## src/rtl/adc_ctrl_pkg.sv

```systemverilog
// Contract
// - Done flag bit 7 sets at conversion end; result read or control write clears it.
// - Control bit 5 is read/write power; one switches converter on, zero off.
// - Control bit 4 is reserved and always reads zero regardless of writes.
// - Control bits 2:0 are read/write channel code selecting input 0 to 7.
// - Result register is read-only, 8 bits, latest value; writes are ignored.
// - Reset clears control and result registers to all zeros.
// - Channel count is a parameter of the channel decode.
// - While powered, conversions repeat back to back on the selected channel.
// - Any control write aborts the conversion, clears done, restarts with new settings.
// - Each conversion lasts 64 clocks including a 31.5 clock sampling phase; the sequencer rounds sampling up to 32 clocks.
// - Completion only sets the done flag; no interrupt is raised.
package adc_ctrl_pkg;

  // Register byte addresses
  localparam logic [11:0] RESULT_ADDR  = 12'h1C0;
  localparam logic [11:0] CTRL_ADDR    = 12'h1C4;
  // Printed offsets are not word multiples, so they act as indices
  localparam logic [11:0] RESULT_IDX   = 12'h070;
  localparam logic [11:0] CTRL_IDX     = 12'h071;

  // Control/status field positions
  localparam int DONE_BIT     = 7;
  localparam int POWER_BIT    = 5;
  localparam int CHAN_LSB     = 0;
  localparam int CHAN_W       = 3;

  // Reset values
  localparam logic [7:0] CTRL_RESET   = 8'h00;
  localparam logic [7:0] RESULT_RESET = 8'h00;

  // Conversion timing
  localparam int CONV_CYCLES   = 64;
  localparam int SAMPLE_CYCLES = 32;  // 31.5 rounded up to whole clocks
  localparam int RESULT_BITS   = 8;
  localparam int RESOLVE_CYCLES = CONV_CYCLES - SAMPLE_CYCLES;
  localparam int STEP_CYCLES   = RESOLVE_CYCLES / RESULT_BITS;  // 4 per bit
  localparam logic [5:0] CNT_LAST = 6'(CONV_CYCLES - 1);
  localparam logic [5:0] SAMPLE_LAST = 6'(SAMPLE_CYCLES - 1);

  // Stabilisation hint for software, not enforced by hardware
  localparam int    STAB_TIME_NS = 30000;
  localparam int    CLK_PERIOD_NS = 10;
  localparam int    STAB_CYCLES = STAB_TIME_NS / CLK_PERIOD_NS;

  typedef enum logic [1:0] {ST_IDLE, ST_SAMPLE, ST_RESOLVE} conv_state_t;

  // Analog front-end command; its answer returns on comp_in
  typedef struct packed {
    logic       sample;    // Sample-and-hold tracking
    logic [7:0] trial;     // DAC trial code
    logic [2:0] channel;   // Multiplexer select
  } afe_cmd_t;

endpackage

```

## src/rtl/adc_sar_control_regs.sv

```systemverilog
// Local design decision: the APB slave port.
`timescale 1ns/1ps
module adc_sar_control_regs
  import adc_ctrl_pkg::*;
#(
  parameter int NUM_CHANNELS = 8
) (
  input  wire logic        clk,          // 100 MHz clock
  input  wire logic        resetn,       // Async reset, active low
  input  wire logic        psel,         // APB select
  input  wire logic        penable,      // APB access phase
  input  wire logic        pwrite,       // APB direction
  input  wire logic [11:0] paddr,        // APB byte address
  input  wire logic [31:0] pwdata,       // APB write data
  output logic      [31:0] prdata,       // APB read data
  output logic             pready,       // APB ready
  output logic             pslverr,      // APB error
  input  wire logic        comp_in,      // Comparator: input above trial
  output afe_cmd_t         afe_cmd,      // Analog front-end control
  output logic             afe_power     // Converter bias enable
);

  // Bus state
  logic [31:0] prdata_r, prdata_nxt;
  logic        pready_r, pready_nxt;
  logic        pslverr_r, pslverr_nxt;
  // Register state
  logic        power_r, power_nxt;
  logic [2:0]  chan_r, chan_nxt;
  logic        done_r, done_nxt;
  logic [7:0]  result_r, result_nxt;
  // Sequencer state
  conv_state_t state_r, state_nxt;
  logic [5:0]  cnt_r, cnt_nxt;
  logic [7:0]  sar_r, sar_nxt;
  logic [2:0]  bit_r, bit_nxt;
  afe_cmd_t    afe_r, afe_nxt;
  // Comparator synchroniser
  logic        comp_s1_r, comp_s1_nxt;
  logic        comp_s2_r, comp_s2_nxt;

  logic        acc, wr_ctrl, rd_result, hit_ctrl, hit_result;

  // Word address decode: index times four
  function automatic logic addr_is(input logic [11:0] a, input logic [11:0] idx);
    return a == 12'((idx << 2));
  endfunction

  // Channels beyond the variant's count fold to input 0
  // Limitation: software cannot tell that a folded code converted input 0
  function automatic logic [2:0] chan_decode(input logic [2:0] c);
    return (int'(c) < NUM_CHANNELS) ? c : 3'h0;
  endfunction

  // A transfer completes at the access edge where pready_r is high; writes
  // and the read side effect on the done flag act only at that edge
  assign acc        = psel && penable && pready_r;
  assign hit_ctrl   = addr_is(paddr, CTRL_IDX);
  assign hit_result = addr_is(paddr, RESULT_IDX);
  assign wr_ctrl    = acc && pwrite && hit_ctrl;
  assign rd_result  = acc && !pwrite && hit_result;

  // Outputs straight from flops
  assign prdata    = prdata_r;
  assign pready    = pready_r;
  assign pslverr   = pslverr_r;
  assign afe_cmd   = afe_r;
  assign afe_power = power_r;

  // Read data is captured in the setup cycle, so a flag that sets during
  // the access cycle shows on the next read instead
  // APB slave: no wait states, read data sampled at the setup cycle
  always_comb begin
    prdata_nxt  = 32'h0000_0000;
    pready_nxt  = 1'b0;
    pslverr_nxt = 1'b0;
    if (psel && !penable) begin
      pready_nxt  = 1'b1;
      pslverr_nxt = !(hit_ctrl || hit_result);
      if (!pwrite && hit_result) begin
        prdata_nxt = {24'h00_0000, result_r};
      end else if (!pwrite && hit_ctrl) begin
        // Bits 6,4,3 read zero; bit 4 is forced
        prdata_nxt = {24'h00_0000, done_r, 1'b0, power_r, 2'b00, chan_r};
      end
    end else if (psel && penable && !pready_r) begin
      pready_nxt  = 1'b1;
    end
  end

  always_ff @(posedge clk or negedge resetn) begin
    if (!resetn) begin
      prdata_r  <= 32'h0000_0000;
      pready_r  <= 1'b0;
      pslverr_r <= 1'b0;
    end else begin
      prdata_r  <= prdata_nxt;
      pready_r  <= pready_nxt;
      pslverr_r <= pslverr_nxt;
    end
  end

  // Only the second stage feeds the sequencer; the first may go metastable
  always_comb begin
    comp_s1_nxt = comp_in;
    comp_s2_nxt = comp_s1_r;
  end

  // Comparator passes two flops before use
  always_ff @(posedge clk or negedge resetn) begin
    if (!resetn) begin
      comp_s1_r <= 1'b0;
      comp_s2_r <= 1'b0;
    end else begin
      comp_s1_r <= comp_s1_nxt;
      comp_s2_r <= comp_s2_nxt;
    end
  end

  // Registers and successive-approximation sequencer
  always_comb begin
    power_nxt  = power_r;
    chan_nxt   = chan_r;
    done_nxt   = done_r;
    result_nxt = result_r;
    state_nxt  = state_r;
    cnt_nxt    = cnt_r;
    sar_nxt    = sar_r;
    bit_nxt    = bit_r;
    afe_nxt    = afe_r;
    // Clear from a result read; a completion below in the same cycle wins
    if (rd_result) begin
      done_nxt = 1'b0;
    end
    unique case (state_r)
      ST_IDLE: begin
        if (power_r) begin
          state_nxt = ST_SAMPLE;
          cnt_nxt   = 6'h00;
        end
      end
      ST_SAMPLE: begin
        cnt_nxt = cnt_r + 6'h01;
        if (cnt_r == SAMPLE_LAST) begin
          state_nxt = ST_RESOLVE;
          sar_nxt   = 8'h80;
          bit_nxt   = 3'h7;
        end
      end
      ST_RESOLVE: begin
        cnt_nxt = cnt_r + 6'h01;
        // The trial leaves on afe_cmd together with sar_r and its answer
        // crosses two synchroniser flops, so deciding in the fourth cycle
        // of a step leaves two cycles of settling for the comparator
        // Decide one bit at the end of each step, MSB first
        if (cnt_r[1:0] == 2'(STEP_CYCLES - 1)) begin
          if (!comp_s2_r) begin
            sar_nxt[bit_r] = 1'b0;
          end
          if (bit_r != 3'h0) begin
            sar_nxt[bit_r - 3'h1] = 1'b1;
            bit_nxt = bit_r - 3'h1;
          end
        end
        if (cnt_r == CNT_LAST) begin
          result_nxt = comp_s2_r ? sar_r : (sar_r & ~8'h01);
          done_nxt   = 1'b1;
          state_nxt  = ST_SAMPLE;
          cnt_nxt    = 6'h00;
        end
      end
    endcase
    // Power off stops everything, result held
    // Power and state change together on a control write, so this mainly
    // guards against a completion ever setting the flag while off
    if (!power_r) begin
      state_nxt = ST_IDLE;
      done_nxt  = rd_result ? 1'b0 : done_r;
      if (state_r == ST_RESOLVE && cnt_r == CNT_LAST) begin
        done_nxt = done_r;
      end
    end
    // Control write aborts, clears done, restarts
    // A write in the cycle a result lands wins: that conversion is aborted
    if (wr_ctrl) begin
      power_nxt  = pwdata[POWER_BIT];
      chan_nxt   = pwdata[CHAN_LSB +: CHAN_W];
      done_nxt   = 1'b0;
      result_nxt = result_r;
      state_nxt  = pwdata[POWER_BIT] ? ST_SAMPLE : ST_IDLE;
      cnt_nxt    = 6'h00;
    end
    afe_nxt.sample  = (state_nxt == ST_SAMPLE);
    afe_nxt.trial   = sar_nxt;
    afe_nxt.channel = chan_decode(chan_nxt);
  end

  // Reset clears everything to zero
  always_ff @(posedge clk or negedge resetn) begin
    if (!resetn) begin
      power_r  <= CTRL_RESET[POWER_BIT];
      chan_r   <= CTRL_RESET[CHAN_W-1:0];
      done_r   <= CTRL_RESET[DONE_BIT];
      result_r <= RESULT_RESET;
      state_r  <= ST_IDLE;
      cnt_r    <= 6'h00;
      sar_r    <= 8'h00;
      bit_r    <= 3'h0;
      afe_r    <= '0;
    end else begin
      power_r  <= power_nxt;
      chan_r   <= chan_nxt;
      done_r   <= done_nxt;
      result_r <= result_nxt;
      state_r  <= state_nxt;
      cnt_r    <= cnt_nxt;
      sar_r    <= sar_nxt;
      bit_r    <= bit_nxt;
      afe_r    <= afe_nxt;
    end
  end

endmodule

```

## config.mk

```make
export PLATFORM = sky130hd
export DESIGN_NAME = adc_sar_control_regs
export DESIGN_NICKNAME = d
export VERILOG_FILES = /design/src/rtl/adc_ctrl_pkg.sv /design/src/rtl/adc_sar_control_regs.sv
export SDC_FILE = /design/constraint.sdc
export NUM_CORES = 1
export LEC_CHECK = 0
export BUFFER_PORTS_ARGS = -buffer_cell sky130_fd_sc_hd__buf_2
export CORE_MARGIN = 10
export CORE_UTILIZATION = 40
export DETAILED_ROUTE_END_ITERATION = 7
export GPL_TIMING_DRIVEN = 0
export PLACE_DENSITY = 0.68
export SETUP_SLACK_MARGIN = 0.1
export SYNTH_ARGS = -nofsm -noshare
export SYNTH_HDL_FRONTEND = slang
export SYNTH_SLANG_ARGS = --single-unit
```

## constraint.sdc

```tcl
create_clock -name clk -period 2.5 [get_ports clk]
set_input_delay 0.25 -clock clk [delete_from_list [all_inputs] [get_ports clk]]
set_output_delay 0.25 -clock clk [all_outputs]
set_load 0.1 [all_outputs]
```

==> results of run 1 <==
power by group through the flow:
stage | combinational (mW) | clock, mW | sequential, mW
2_1_floorplan | 0.217 | 0 | 0.770
3_3_place_gp | 0.271 | 0 | 0.754
3_5_place_dp | 0.273 | 0 | 0.755
4_1_cts | 0.273 | 0.489 | 0.740
5_1_grt | 0.289 | 0.521 | 0.742
6_report | 0.273 | 0.470 | 0.740
state kept, by name (all words and copies together) (netlist names):
register / cells
afe_cmd: 12
prdata: 8
result_r: 8
cnt_r: 6
bit_r: 3
state_r: 2
afe_power: 1
comp_s1_r: 1
comp_s2_r: 1
done_r: 1
pready: 1
pslverr: 1
logic make-up (layout without fill, tap and decap cells):
logic type	count (synthesis)	in the layout	share of synthesized area [%]
compound gates	48	48	13.8
simple gates	80	80	17.7
buf+inv	38	89	10.7
fa+ha+maj	6	6	3.13
mux	17	17	7.66
other cells	1	24	0.156
flops	45	45	46.9
path summary, 6_finish.rpt:
kind                               endpoint  slack (ns)  cells after the start
worst max-delay path            afe_cmd[10]        0.53                      6
worst min-delay path              comp_s1_r        0.04                      1
worst max register to register  afe_cmd[10]        0.53                      6
worst min register to register    comp_s2_r        0.36                      0
max in group asynchronous       result_r[1]        1.81                      1
min in group asynchronous        afe_cmd[1]        0.10                      1
routing by layer:
metal | share of wire (%) | global-route usage, % | vias to the layer above
li1 | - | - | 926
met1 | 44 | 12.6 | 872
met2 | 47 | 16.9 | 48
met3 | 7.9 | 4.48 | 5
met4 | 1.1 | 3.36 | 0
met5 | 0 | 0 | -
layout make-up:
| class | instances | area [um2] | share of cell area (%) |
|---|---|---|---|
| flip-flops and latches | 45 | 1130 | 39.0 |
| clock buffers | 5 | 68.8 | 2.38 |
| well taps | 75 | 93.8 | 3.25 |
| clock inverters | 3 | 25.0 | 0.866 |
| multi-input cells | 175 | 1100 | 38.2 |
| plain buffers | 31 | 230 | 7.97 |
| repair buffers | 43 | 215 | 7.45 |
| inverters | 7 | 26.3 | 0.909 |
cell usage after synthesis, types with 2 or more instances:
cell	number	share of area [%]
a21oi_1	7	1.5
a31oi_1	2	0.52
inv_1	7	1.1
dfrtp_1	45	47
nand2b_1	5	1.3
nand3_1	4	0.83
nor3b_1	4	1.3
o211ai_1	2	0.63
ha_1	6	3.1
nor3_1	5	1.0
clkbuf_1	2	0.31
or2_2	2	0.52
buf_4	26	8.1
a41oi_1	2	0.73
o31ai_1	3	0.94
a22o_1	2	0.73
and3_1	3	0.78
nand2_1	20	3.1
nand3b_1	2	0.63
mux2i_1	6	2.5
buf_6	2	0.94
o31a_1	3	1.1
mux2_2	11	5.2
nor2_1	23	3.6
o21ai_0	17	3.5
metrics by stage:
step | hold WS [ns] | utilization, %
5_1_grt | 0.0290 | 49.1
6_report | 0.0441 | 49.1
2_1_floorplan | -0.0456 | -
3_3_place_gp | 0.333 | 47.5
3_5_place_dp | 0.342 | 47.5
4_1_cts | 0.0402 | 49.1
==> impl_summary.txt, run 1 <==
----------------------------------------------------
[Status]
  Status ... complete, no violations

[Worst setup path]
  Worst EP arrival ... 2.15 ns
  Family of cells with the greatest summed delay on the critical path ... compound AO/OA/AOI/OAI gates
  Worst setup path start ... cnt_r[0]
  Worst Path Required ... roughly 2.7 ns
  Setup crit start kind ... flip-flop
  Worst reg2reg path startpoint ... cnt_r[0]
  Critical Path Sink Type ... flip-flop
  Max incr delay on CP ... 0.39 ns
  CP bufs+invs ... 0
  Cell with the largest stage delay on the worst path ... dfrtp_1
  Most frequent CP cell ... o21ai_0
  Category of the critical setup timing path ... flip-flop to flip-flop
  Maximum net fanout on the critical path ... 9
  Critical Path, Cell by Cell ... ha_1 > nand4_1 > o21ai_0 > nand3_1 > o31ai_1 > o21ai_0

[Final layout]
  Leading cell type in the layout, fill and taps excluded ... dfrtp_1
  Highest-count cells in the layout ignoring fill and taps ... dfrtp_1, buf_2, buf_4
  Nets@finish ... 364
  Summed area of non-filler cells in the final layout ... 2890 um2
  Fillers ... 556
  # diodes ... 0
  Share of cells above drive strength 1 ... between 30% and 40%
  Number of cells in the finished layout apart from fillers ... 384
  Synthesis-to-finish area growth ... 20.4%

[Timing]
  Tightest Pin Transition ... 0.971 ns
  RSZ-0062 raised after global routing ... false
  Final clock skew ... 0.00516 ns
  Total of endpoints with negative setup slack in the final report ... 0
  Shortest clock period the worst path allows after layout ... 1.97 ns
  Max Freq ... slightly above 500 MHz
  Period Utilization, post-route ... 78.6%
  Final hold violations ... 0
  Minimum setup slack in the final design ... about 0.53 ns
  Setup_tns ... 0 ns
  Remaining max-slew budget at the tightest pin ... 35.3%
  Final count of pins violating max slew ... 0

[Route]
  Vias per Instance ... ~4.8
  Number of DRC markers in iteration 0 ... 88
  Via count ... roughly 1900
  Avg WL per Cell ... 13.1 um
  DRC violation count after routing ... 0
  Final WL ... 5030 um
  First-pass iteration count of the detailed router ... 4
  Post-route antenna net violation count ... 0

[Clock network]
  Sink Count ... 45
  # H-tree levels ... 2
  CTS Hold Bufs ... 0
  Clock transition at path regs ... 0.09 ns
  Largest buffer count on any clock path ... 2
  Root buffer selected by CTS ... clkbuf_8
  Number of buffers inserted by post-CTS setup repair ... 0
  Post-CTS Resized ... 0
  TritonCTS Buffers ... 5
  Clock latency on the worst-skew pair ... 0.30 ns
  Clock tree from TritonCTS ... yes

[Hold path]
  Origin of the worst min-delay path ... comp_in
  Tightest Hold Check Type ... primary input to flip-flop

[Logic synthesis]
  Share of synthesized flip-flops with an asynchronous set or reset ... 100%
  EDFF count, synth ... 0
  Netlist area before placement ... 2400 um2
  Netlist cell types ... 49
  Dominant register cell in the synthesized netlist ... dfrtp_1
  Post-synthesis cell count ... 235
  Sequential fraction of the synthesis area ... 46.9%
  Count of state elements after synthesis ... 45
  Synth Area per Inst ... 10.2 um2
  Warnings, synthesis ... 0

[Die]
  Die Height ... 97.5 um
  Initial standard-cell utilization of the core ... 40.8%
  Core Rows ... 28
  Core Box Area ... 5890 um2
  Die Wd ... roughly 97 um
  Number of primary I/O pins ... between 90 and 100
  Area of the die ... 9500 um2

[Place]
  Pre-CTS worst setup slack ... 0.548 ns
  Number of input and output port buffers inserted ... 43
  Detailed-placement wirelength estimate ... approximately 3900 um
  Placed Area ... 2800 um2
  Placed Cells ... ~380
  Placer congestion estimate ... 0.890

[Global routing]
  Maximum number of pins on one net before global-route repair ... 46
  Number of antenna violations at the first check in global routing ... 0
  Remaining global-route overflow ... 0
  Vias in the first global route ... 1844
  First-pass GRT wire length ... 8650 um
  GR Util All Layers ... about a tenth

[Power]
  Switching portion of total power ... 33.3%
  Pwr Total ... 1.48 mW
  Part of the total power dissipated in sequential elements ... 49.9%
  Share of power burned in the clock network ... between 30% and 40%
  Static leakage power ... about 1.5 nW
  Power per unit of standard cell area ... 513 nW/um2
  Combinational power share ... 18.4%
  Cell internal pwr ... 990 uW
  Largest voltage drop on the vdd net ... 0.000263 V
  Net Sw Power ... 494 uW

[Job]
  Number of violations of the max-capacitance limit ... 0

----------------------------------------------------
(Power assumes the default switching activity.)
==> run 2, diff against run 1 <==
- ABC_AREA: unset -> 1
- clock period: 2.5 -> 2 ns (I/O delays scaled with it)
==> run 2 against run 1 <==
  * Clock power grew 27%
  * Non-clock buffer count is 2 lower
  * Critical path type unchanged
  * Sequential cell count unchanged
  * Clock skew shrank 0.0013 ns
  * Clock-buffer cell count is the same
  * Cell count grew 20%
==> impl_summary.txt, run 2 <==
----------------------------------------------------
[Worst setup path]
  Category of the critical setup timing path ... flip-flop to flip-flop (unchanged)
  Worst EP arrival ... 1.83 ns (was 2.15 ns)
  Worst Path Required ... 2.19 ns (was 2.68 ns)
  Cell with the largest stage delay on the worst path ... dfrtp_1 (unchanged)
  Critical Path, Cell by Cell ... inv_1 > ha_1 > clkbuf_4 > nor2_1 > nor2_1 > nand3_2 > o21ai_0 > o21ai_0 (was ha_1 > nand4_1 > o21ai_0 > nand3_1 > o31ai_1 > o21ai_0)
  Max incr delay on CP ... 0.40 ns (was 0.39 ns)
  Maximum net fanout on the critical path ... 10 (was 9)
  Setup slack on the worst flop-to-flop path ... 0.36 ns (was 0.53 ns)
  Register-to-Register Path Depth ... 8 (was 6)
  Critical Path Sink Type ... flip-flop (unchanged)
  Setup crit start kind ... flip-flop (unchanged)

[Logic synthesis]
  Post-synthesis cell count ... 310 (was 235)
  Warnings, synthesis ... 0 (unchanged)
  Count of state elements after synthesis ... 45 (unchanged)
  Share of synthesized flip-flops with an asynchronous set or reset ... 100% (unchanged)
  Dominant register cell in the synthesized netlist ... dfrtp_1 (unchanged)
  Netlist cell types ... 34 (was 49)
  Top post-synthesis cells by count ... nand2_1, dfrtp_1, inv_1, nor2_1, buf_4 (was dfrtp_1, buf_4, nor2_1)
  Share of the synthesized area in the top cell type ... 45.0% (was 46.9%)
  Most frequently used cell type in the post-synthesis netlist ... nand2_1 (was dfrtp_1)
  Top cells by area in the synthesized netlist ... dfrtp_1, nand2_1, buf_4, inv_1, nor2_1 (was dfrtp_1, buf_4, mux2_2, nor2_1, o21ai_0)
  Netlist area before placement ... 2500 um2 (was 2400 um2)
  Area leader, netlist ... dfrtp_1 (unchanged)
  Sequential fraction of the synthesis area ... 45.0% (was 46.9%)
  Synth Area per Inst ... 8.08 um2 (was 10.2 um2)
  EDFF count, synth ... 0 (unchanged)

[Timing]
  Remaining max-slew budget at the tightest pin ... 35.5% (was 35.3%)
  Total of endpoints with negative setup slack in the final report ... 0 (unchanged)
  Tightest Pin Transition ... 0.967 ns (was 0.971 ns)
  Final count of pins violating max slew ... 0 (unchanged)
  Final hold violations ... 0 (unchanged)
  Shortest clock period the worst path allows after layout ... 1.64 ns (was 1.97 ns)
  RSZ-0062 raised after global routing ... false (unchanged)
  Max Freq ... 609 MHz (was 509 MHz)
  Minimum setup slack in the final design ... 0.359 ns (was 0.535 ns)
  Period Utilization, post-route ... 82.0% (was 78.6%)
  Setup_tns ... 0 ns (unchanged)
  Final clock skew ... 0.00385 ns (was 0.00516 ns)

[Final layout]
  Summed area of non-filler cells in the final layout ... 3020 um2 (was 2890 um2)
  Leading cell type in the layout, fill and taps excluded ... nand2_1 (was dfrtp_1)
  # diodes ... 0 (unchanged)
  Highest-count cells in the layout ignoring fill and taps ... nand2_1, dfrtp_1, buf_2 (was dfrtp_1, buf_2, buf_4)
  Share of cells above drive strength 1 ... 25.9% (was 33.3%)
  Synthesis-to-finish area growth ... 20.5% (was 20.4%)
  Flip-flop count of the largest register after layout ... 12 (unchanged)
  Nets@finish ... 441 (was 364)

[Die]
  Core Box Area ... 5990 um2 (was 5890 um2)
  Die Height ... 99.1 um (was 97.5 um)
  Die Wd ... 99.1 um (was 97.5 um)
  Number of primary I/O pins ... 97 (unchanged)
  Core Rows ... 28 (unchanged)
  Area of the die ... 9820 um2 (was 9500 um2)
  Initial standard-cell utilization of the core ... 41.8% (was 40.8%)

[Place]
  Detailed-placement wirelength estimate ... 4280 um (was 3950 um)
  Pre-CTS worst setup slack ... 0.300 ns (was 0.548 ns)
  Placed Area ... 2910 um2 (was 2800 um2)
  Placer congestion estimate ... 0.844 (was 0.890)
  Number of input and output port buffers inserted ... 44 (was 43)

[Power]
  Net Sw Power ... 619 uW (was 494 uW)
  Share of power burned in the clock network ... 32.4% (was 31.7%)
  Cell internal pwr ... 1.23 mW (was 990 uW)
  Switching portion of total power ... 33.5% (was 33.3%)
  Largest voltage drop on the vdd net ... 0.000293 V (was 0.000263 V)
  Power per unit of standard cell area ... 612 nW/um2 (was 513 nW/um2)
  Part of the total power dissipated in sequential elements ... 49.7% (was 49.9%)
  Combinational power share ... 17.8% (was 18.4%)
  Static leakage power ... 1.68 nW (was 1.46 nW)

[Clock network]
  # H-tree levels ... 2 (unchanged)
  Clock transition at path regs ... 0.09 ns (about the same)
  Largest buffer count on any clock path ... 2 (unchanged)
  Root buffer selected by CTS ... clkbuf_8 (unchanged)
  Clock latency on the worst-skew pair ... 0.30 ns (about the same)
  Clock tree from TritonCTS ... yes (unchanged)
  Number of buffers inserted by post-CTS setup repair ... 0 (unchanged)
  Sink Count ... 45 (unchanged)
  TritonCTS Buffers ... 5 (unchanged)

[Route]
  Vias per Instance ... 4.61 (was 4.82)
  Number of DRC markers in iteration 0 ... 102 (was 88)
  Avg WL per Cell ... 11.6 um (was 13.1 um)
  DRC violation count after routing ... 0 (unchanged)
  Post-route antenna net violation count ... 0 (unchanged)
  Final WL ... 5370 um (was 5030 um)
  Via count ... 2126 (was 1851)
  First-pass iteration count of the detailed router ... 4 (unchanged)

[Global routing]
  Vias in the first global route ... 2028 (was 1844)
  First-pass GRT wire length ... 9090 um (was 8650 um)
  GR Util All Layers ... 10.7% (was 10.6%)
  Number of antenna violations at the first check in global routing ... 0 (unchanged)
  Maximum number of pins on one net before global-route repair ... 46 (unchanged)
  Remaining global-route overflow ... 0 (unchanged)

[Job]
  Number of violations of the max-capacitance limit ... 0 (unchanged)

[Hold path]
  Tightest Hold Check Type ... primary input to async pin (was primary input to flip-flop)

[Status]
  Status ... complete, no violations (unchanged)

----------------------------------------------------
-- run 2: changes by cell type in the layout (fill, tap and decap cells not counted), sizes merged, moves of 6 or more --
cell,delta
nand2,+63
inv,+28
nand3,+17
nor2,+13
mux2,-11
a21oi,+9
mux2i,-6
-- run 2: per-layer routing --
layer,track usage [%],share of wire (%)
met5,0,0
met4,2.65,0.88
met3,3.88,8.1
met2,17.6,45
met1,13.0,46
-- run 2: critical path: cells and delay by family, from the launching register on --
family                   cells  cell delay, ns
buffers and inverters        2            0.32
adder cells (fa/ha/maj)      1            0.21
flip-flops                   1            0.40
AO/OA/AOI/OAI                2            0.27
AND/OR/NAND/NOR              3            0.34
-- run 2: cell families (layout without fill, tap and decap cells) --
group                      after synthesis  count (layout)  share of synthesized area (%)
AOI/OAI and AO/OA                       42              42                           9.45
xor gates and xnor gates                 2               2                          0.700
adders and majority gates                6               6                           3.00
buffers and inverters                   62             115                           13.2
DFF                                     45              45                           45.0
other                                    1              24                          0.150
and+or+nand+nor                        152             152                           28.5
-- run 2: cell type report --
class	count	area, um2
buffer	27	203
clock buffer	5	68.8
clock inverter	3	25.0
fill	592	2970
inverter	35	131
multi-input combinational	226	1140
sequential	45	1130
tap	75	93.8
timing repair buffer	45	230
-- run 2: power groups by stage --
stage / Clock [mW] / Combinational (mW) / Sequential [mW]
after CTS: 0.620 / 0.328 / 0.919
after global routing: 0.653 / 0.346 / 0.919
final: 0.599 / 0.329 / 0.919
after global placement: 0 / 0.325 / 0.936
after floorplan: 0 / 0.258 / 0.956
after detailed placement: 0 / 0.326 / 0.937
-- run 2: metrics by stage --
stage | hold slack, ns | utilization (%) | power (mW) | cells
floorplan | -0.0956 | - | 1.21 | 333
global placement | 0.309 | 48.5 | 1.26 | 452
detailed placement | 0.314 | 48.5 | 1.26 | 452
CTS | 0.0727 | 50.2 | 1.87 | 461
global route | 0.0683 | 50.4 | 1.92 | 461
finish | 0.0460 | 50.4 | 1.85 | 461
-- run 2: worst paths after layout --
| kind | startpoint | to |
|---|---|---|
| max reg2reg | state_r[0] | bit_r[0] |
| min reg2reg | comp_s1_r | comp_s2_r |
| max | state_r[0] | bit_r[0] |
| max in group asynchronous | resetn | pready |
| min in group clk | penable | pready |
| min | resetn | afe_cmd[0] |
-- run 2: what timing repair did --
item,4_1_cts,5_1_grt
endpoints found under the hold margin,1,0
resized for setup,0,2
hold buffers,1,0
endpoints found under the setup margin,0,2
==> run 3, diff against run 2 <==
- clock period: 2 -> 1.6 ns (I/O delays scaled with it)
==> run 3 against run 2 <==
  * The flow now finishes with violations (hold timing)
  * Non-clock buffer count increased by 14
  * Combinational power is 27% higher
  * Final area is 9.5% higher
  * Cell count up 3.0%
  * Sequential cell count unchanged
  * Core utilization rose by 4.8 points
  * Die area is the same
  * Clock-buffer cell count did not move
  * First-iteration DRC count fell by 16%
  * Sequential power is 25% higher
  * Clock skew rose by 0.0066 ns
  * Sequential share of layout area shrank 3.1 points
==> impl_summary.txt, run 3 (same netlist as run 2, synthesis figures left out) <==
----------------------------------------------------
[Status]
  Status ... complete, but fails checks (was complete, no violations)
  Violated checks ... hold timing

[Timing]
  RSZ-0062 raised after global routing ... true (was false)
  Period Utilization, post-route ... 92.4% (was 82.0%)
  Tightest Pin Transition ... 0.974 ns (was 0.967 ns)
  Hold slack final ... -0.00151 ns (was 0.0460 ns)
  Shortest clock period the worst path allows after layout ... 1.48 ns (was 1.64 ns)
  Final count of pins violating max slew ... 0 (unchanged)
  Total of endpoints with negative setup slack in the final report ... 0 (unchanged)
  Minimum setup slack in the final design ... 0.121 ns (was 0.359 ns)
  Final clock skew ... 0.0104 ns (was 0.00385 ns)
  Max Freq ... 676 MHz (was 609 MHz)
  Final hold violations ... 6 (was 0)
  Remaining max-slew budget at the tightest pin ... 35.1% (was 35.5%)

[Route]
  Avg WL per Cell ... 12.5 um (was 11.6 um)
  Number of DRC markers in iteration 0 ... 86 (was 102)
  First-pass iteration count of the detailed router ... 4 (unchanged)
  DRC violation count after routing ... 0 (unchanged)
  Vias per Instance ... 4.60 (was 4.61)
  Final WL ... 5960 um (was 5370 um)
  Post-route antenna net violation count ... 0 (unchanged)
  Via count ... 2185 (was 2126)

[Worst setup path]
  Critical Path, Cell by Cell ... ha_4 > nand3_4 > o21ai_4 > nand2_4 > buf_6 > o21ai_2 > o31ai_2 (was inv_1 > ha_1 > clkbuf_4 > nor2_1 > nor2_1 > nand3_2 > o21ai_0 > o21ai_0)
  Setup crit start kind ... flip-flop (unchanged)
  Reg-to-Reg End ... afe_cmd[5] (was bit_r[0])
  Category of the critical setup timing path ... flip-flop to flip-flop (unchanged)
  Critical Path Sink Type ... flip-flop (unchanged)
  Worst Path Required ... 1.80 ns (was 2.19 ns)
  Worst EP arrival ... 1.68 ns (was 1.83 ns)
  Setup slack on the worst flop-to-flop path ... 0.12 ns (was 0.36 ns)
  Cell with the largest stage delay on the worst path ... dfrtp_1 (unchanged)
  Worst setup path start ... cnt_r[1] (was state_r[0])
  Worst reg2reg path startpoint ... cnt_r[1] (was state_r[0])
  Register-to-Register Path Depth ... 7 (was 8)
  Max incr delay on CP ... 0.42 ns (was 0.40 ns)
  Maximum net fanout on the critical path ... 6 (was 10)

[Place]
  Number of input and output port buffers inserted ... 44 (unchanged)
  Pre-CTS worst setup slack ... -0.0975 ns (was 0.300 ns)
  Detailed-placement wirelength estimate ... 4270 um (was 4280 um)
  Placer congestion estimate ... 0.816 (was 0.844)

[Power]
  Switching portion of total power ... 33.9% (was 33.5%)
  Net Sw Power ... 787 uW (was 619 uW)
  Share of power burned in the clock network ... 32.5% (was 32.4%)
  Part of the total power dissipated in sequential elements ... 49.5% (was 49.7%)
  Cell internal pwr ... 1.54 mW (was 1.23 mW)
  Power per unit of standard cell area ... 703 nW/um2 (was 612 nW/um2)
  Combinational power share ... 18.0% (was 17.8%)
  Largest voltage drop on the vdd net ... 0.000330 V (was 0.000293 V)
  Pwr Total ... 2.32 mW (was 1.85 mW)
  Static leakage power ... 1.78 nW (was 1.68 nW)

[Global routing]
  GR Util All Layers ... 11.0% (was 10.7%)
  First-pass GRT wire length ... 9200 um (was 9090 um)
  Vias in the first global route ... 2024 (was 2028)
  Maximum number of pins on one net before global-route repair ... 46 (unchanged)
  Remaining global-route overflow ... 0 (unchanged)
  Number of antenna violations at the first check in global routing ... 0 (unchanged)

[Clock network]
  Root buffer selected by CTS ... clkbuf_8 (unchanged)
  Sink Count ... 45 (unchanged)
  Clock latency on the worst-skew pair ... 0.31 ns (was 0.30 ns)
  Clock transition at path regs ... 0.09 ns (about the same)
  TritonCTS Buffers ... 5 (unchanged)
  # H-tree levels ... 2 (unchanged)
  Clock tree from TritonCTS ... yes (unchanged)
  Largest buffer count on any clock path ... 2 (unchanged)

[Final layout]
  Fillers ... 542 (was 592)
  Multi-input gate area in the final layout ... 1290 um2 (was 1140 um2)
  Share of cells above drive strength 1 ... 35.8% (was 25.9%)
  Leading cell type in the layout, fill and taps excluded ... nand2_1 (unchanged)
  Synthesis-to-finish area growth ... 31.9% (was 20.5%)
  Nets@finish ... 455 (was 441)
  # diodes ... 0 (unchanged)
  Highest-count cells in the layout ignoring fill and taps ... nand2_1, buf_2, dfrtp_1 (was nand2_1, dfrtp_1, buf_2)
  Flip-flop count of the largest register after layout ... 12 (unchanged)
  Register Area ... 1130 um2 (about the same)

[Die]
  Core Rows ... 28 (unchanged)
  Die Wd ... 99.1 um (unchanged)
  Die Height ... 99.1 um (unchanged)
  Core Box Area ... 5990 um2 (unchanged)
  Area of the die ... 9820 um2 (unchanged)
  Initial standard-cell utilization of the core ... 41.8% (unchanged)
  Number of primary I/O pins ... 97 (unchanged)

[Hold path]
  Tightest Hold Check Type ... primary input to async pin (unchanged)

[Job]
  Number of violations of the max-capacitance limit ... 0 (unchanged)

----------------------------------------------------
-- run 3: cell count changes in the layout (fill, tap and decap cells not counted), moves of 3 or more --
cell / before / now
buf_4: 24 / 36
ha_1: 6 / 2
ha_4: 0 / 4
inv_1: 32 / 27
inv_2: 2 / 6
nor2_1: 32 / 26
nor2_2: 2 / 5
nor2_4: 1 / 4
o21ai_0: 14 / 8
o21ai_2: 2 / 5
-- run 3: worst max-delay path by stage --
stage,end,cells after the start,slack [ns]
finish,afe_cmd[5],7,0.12
floorplan,bit_r[0],8,0.13
detailed placement,bit_r[0],8,-0.1
global placement,bit_r[0],8,-0.05
global route,afe_cmd[4],7,0.04
CTS,bit_r[0],8,0.07
-- run 3: routing by layer --
layer / GRT usage [%] / up-vias / share of wire [%]
li1: - / 1121 / -
met1: 12.2 / 989 / 41
met2: 19.0 / 63 / 50
met3: 4.22 / 12 / 7.4
met4: 3.64 / 0 / 1.7
met5: 0 / - / 0
-- run 3: final cells by class --
class	instances	share of cell area [%]
multi-input cells	226	39.1
flip-flops and latches	45	34.2
repair buffers	59	10.6
plain buffers	27	6.29
inverters	35	4.05
well taps	75	2.84
clock buffers	5	2.08
clock inverters	3	0.758
-- run 3: worst max-delay path: cells and delay by family, from the launching register on --
family / cells / cell delay, ns
flops: 1 / 0.42
compound gates: 3 / 0.41
fa+ha+maj: 1 / 0.20
simple gates: 2 / 0.19
buf+inv: 1 / 0.14
-- run 3: repair_timing --
item | in CTS | in global routing
hold buffers | 1 | 0
endpoints found under the setup margin | 21 | 22
cloned | 1 | 0
endpoints found under the hold margin | 1 | 0
resized for setup | 24 | 24
setup buffers | 5 | 8
pin swaps | 3 | 13
-- run 3: power groups by stage --
stage          clock network, mW  registers (mW)  logic, mW
2_1_floorplan                  0            1.20      0.324
3_3_place_gp                   0            1.17      0.409
3_5_place_dp                   0            1.17      0.410
4_1_cts                    0.778            1.15      0.414
5_1_grt                    0.813            1.15      0.440
6_report                   0.754            1.15      0.418
-- run 3: stage by stage --
stage | TNS [ns] | instance area (um2) | utilization, % | hold slack (ns) | instances
global route | 0 | 3300 | 55.1 | 0.0530 | 475
floorplan | 0 | 2610 | - | -0.136 | 333
detailed placement | -0.160 | 2920 | 48.7 | 0.273 | 452
finish | 0 | 3300 | 55.1 | -0.00151 | 475
global placement | -0.0686 | 2920 | 48.7 | 0.269 | 452
CTS | 0 | 3150 | 52.6 | 0.0342 | 467
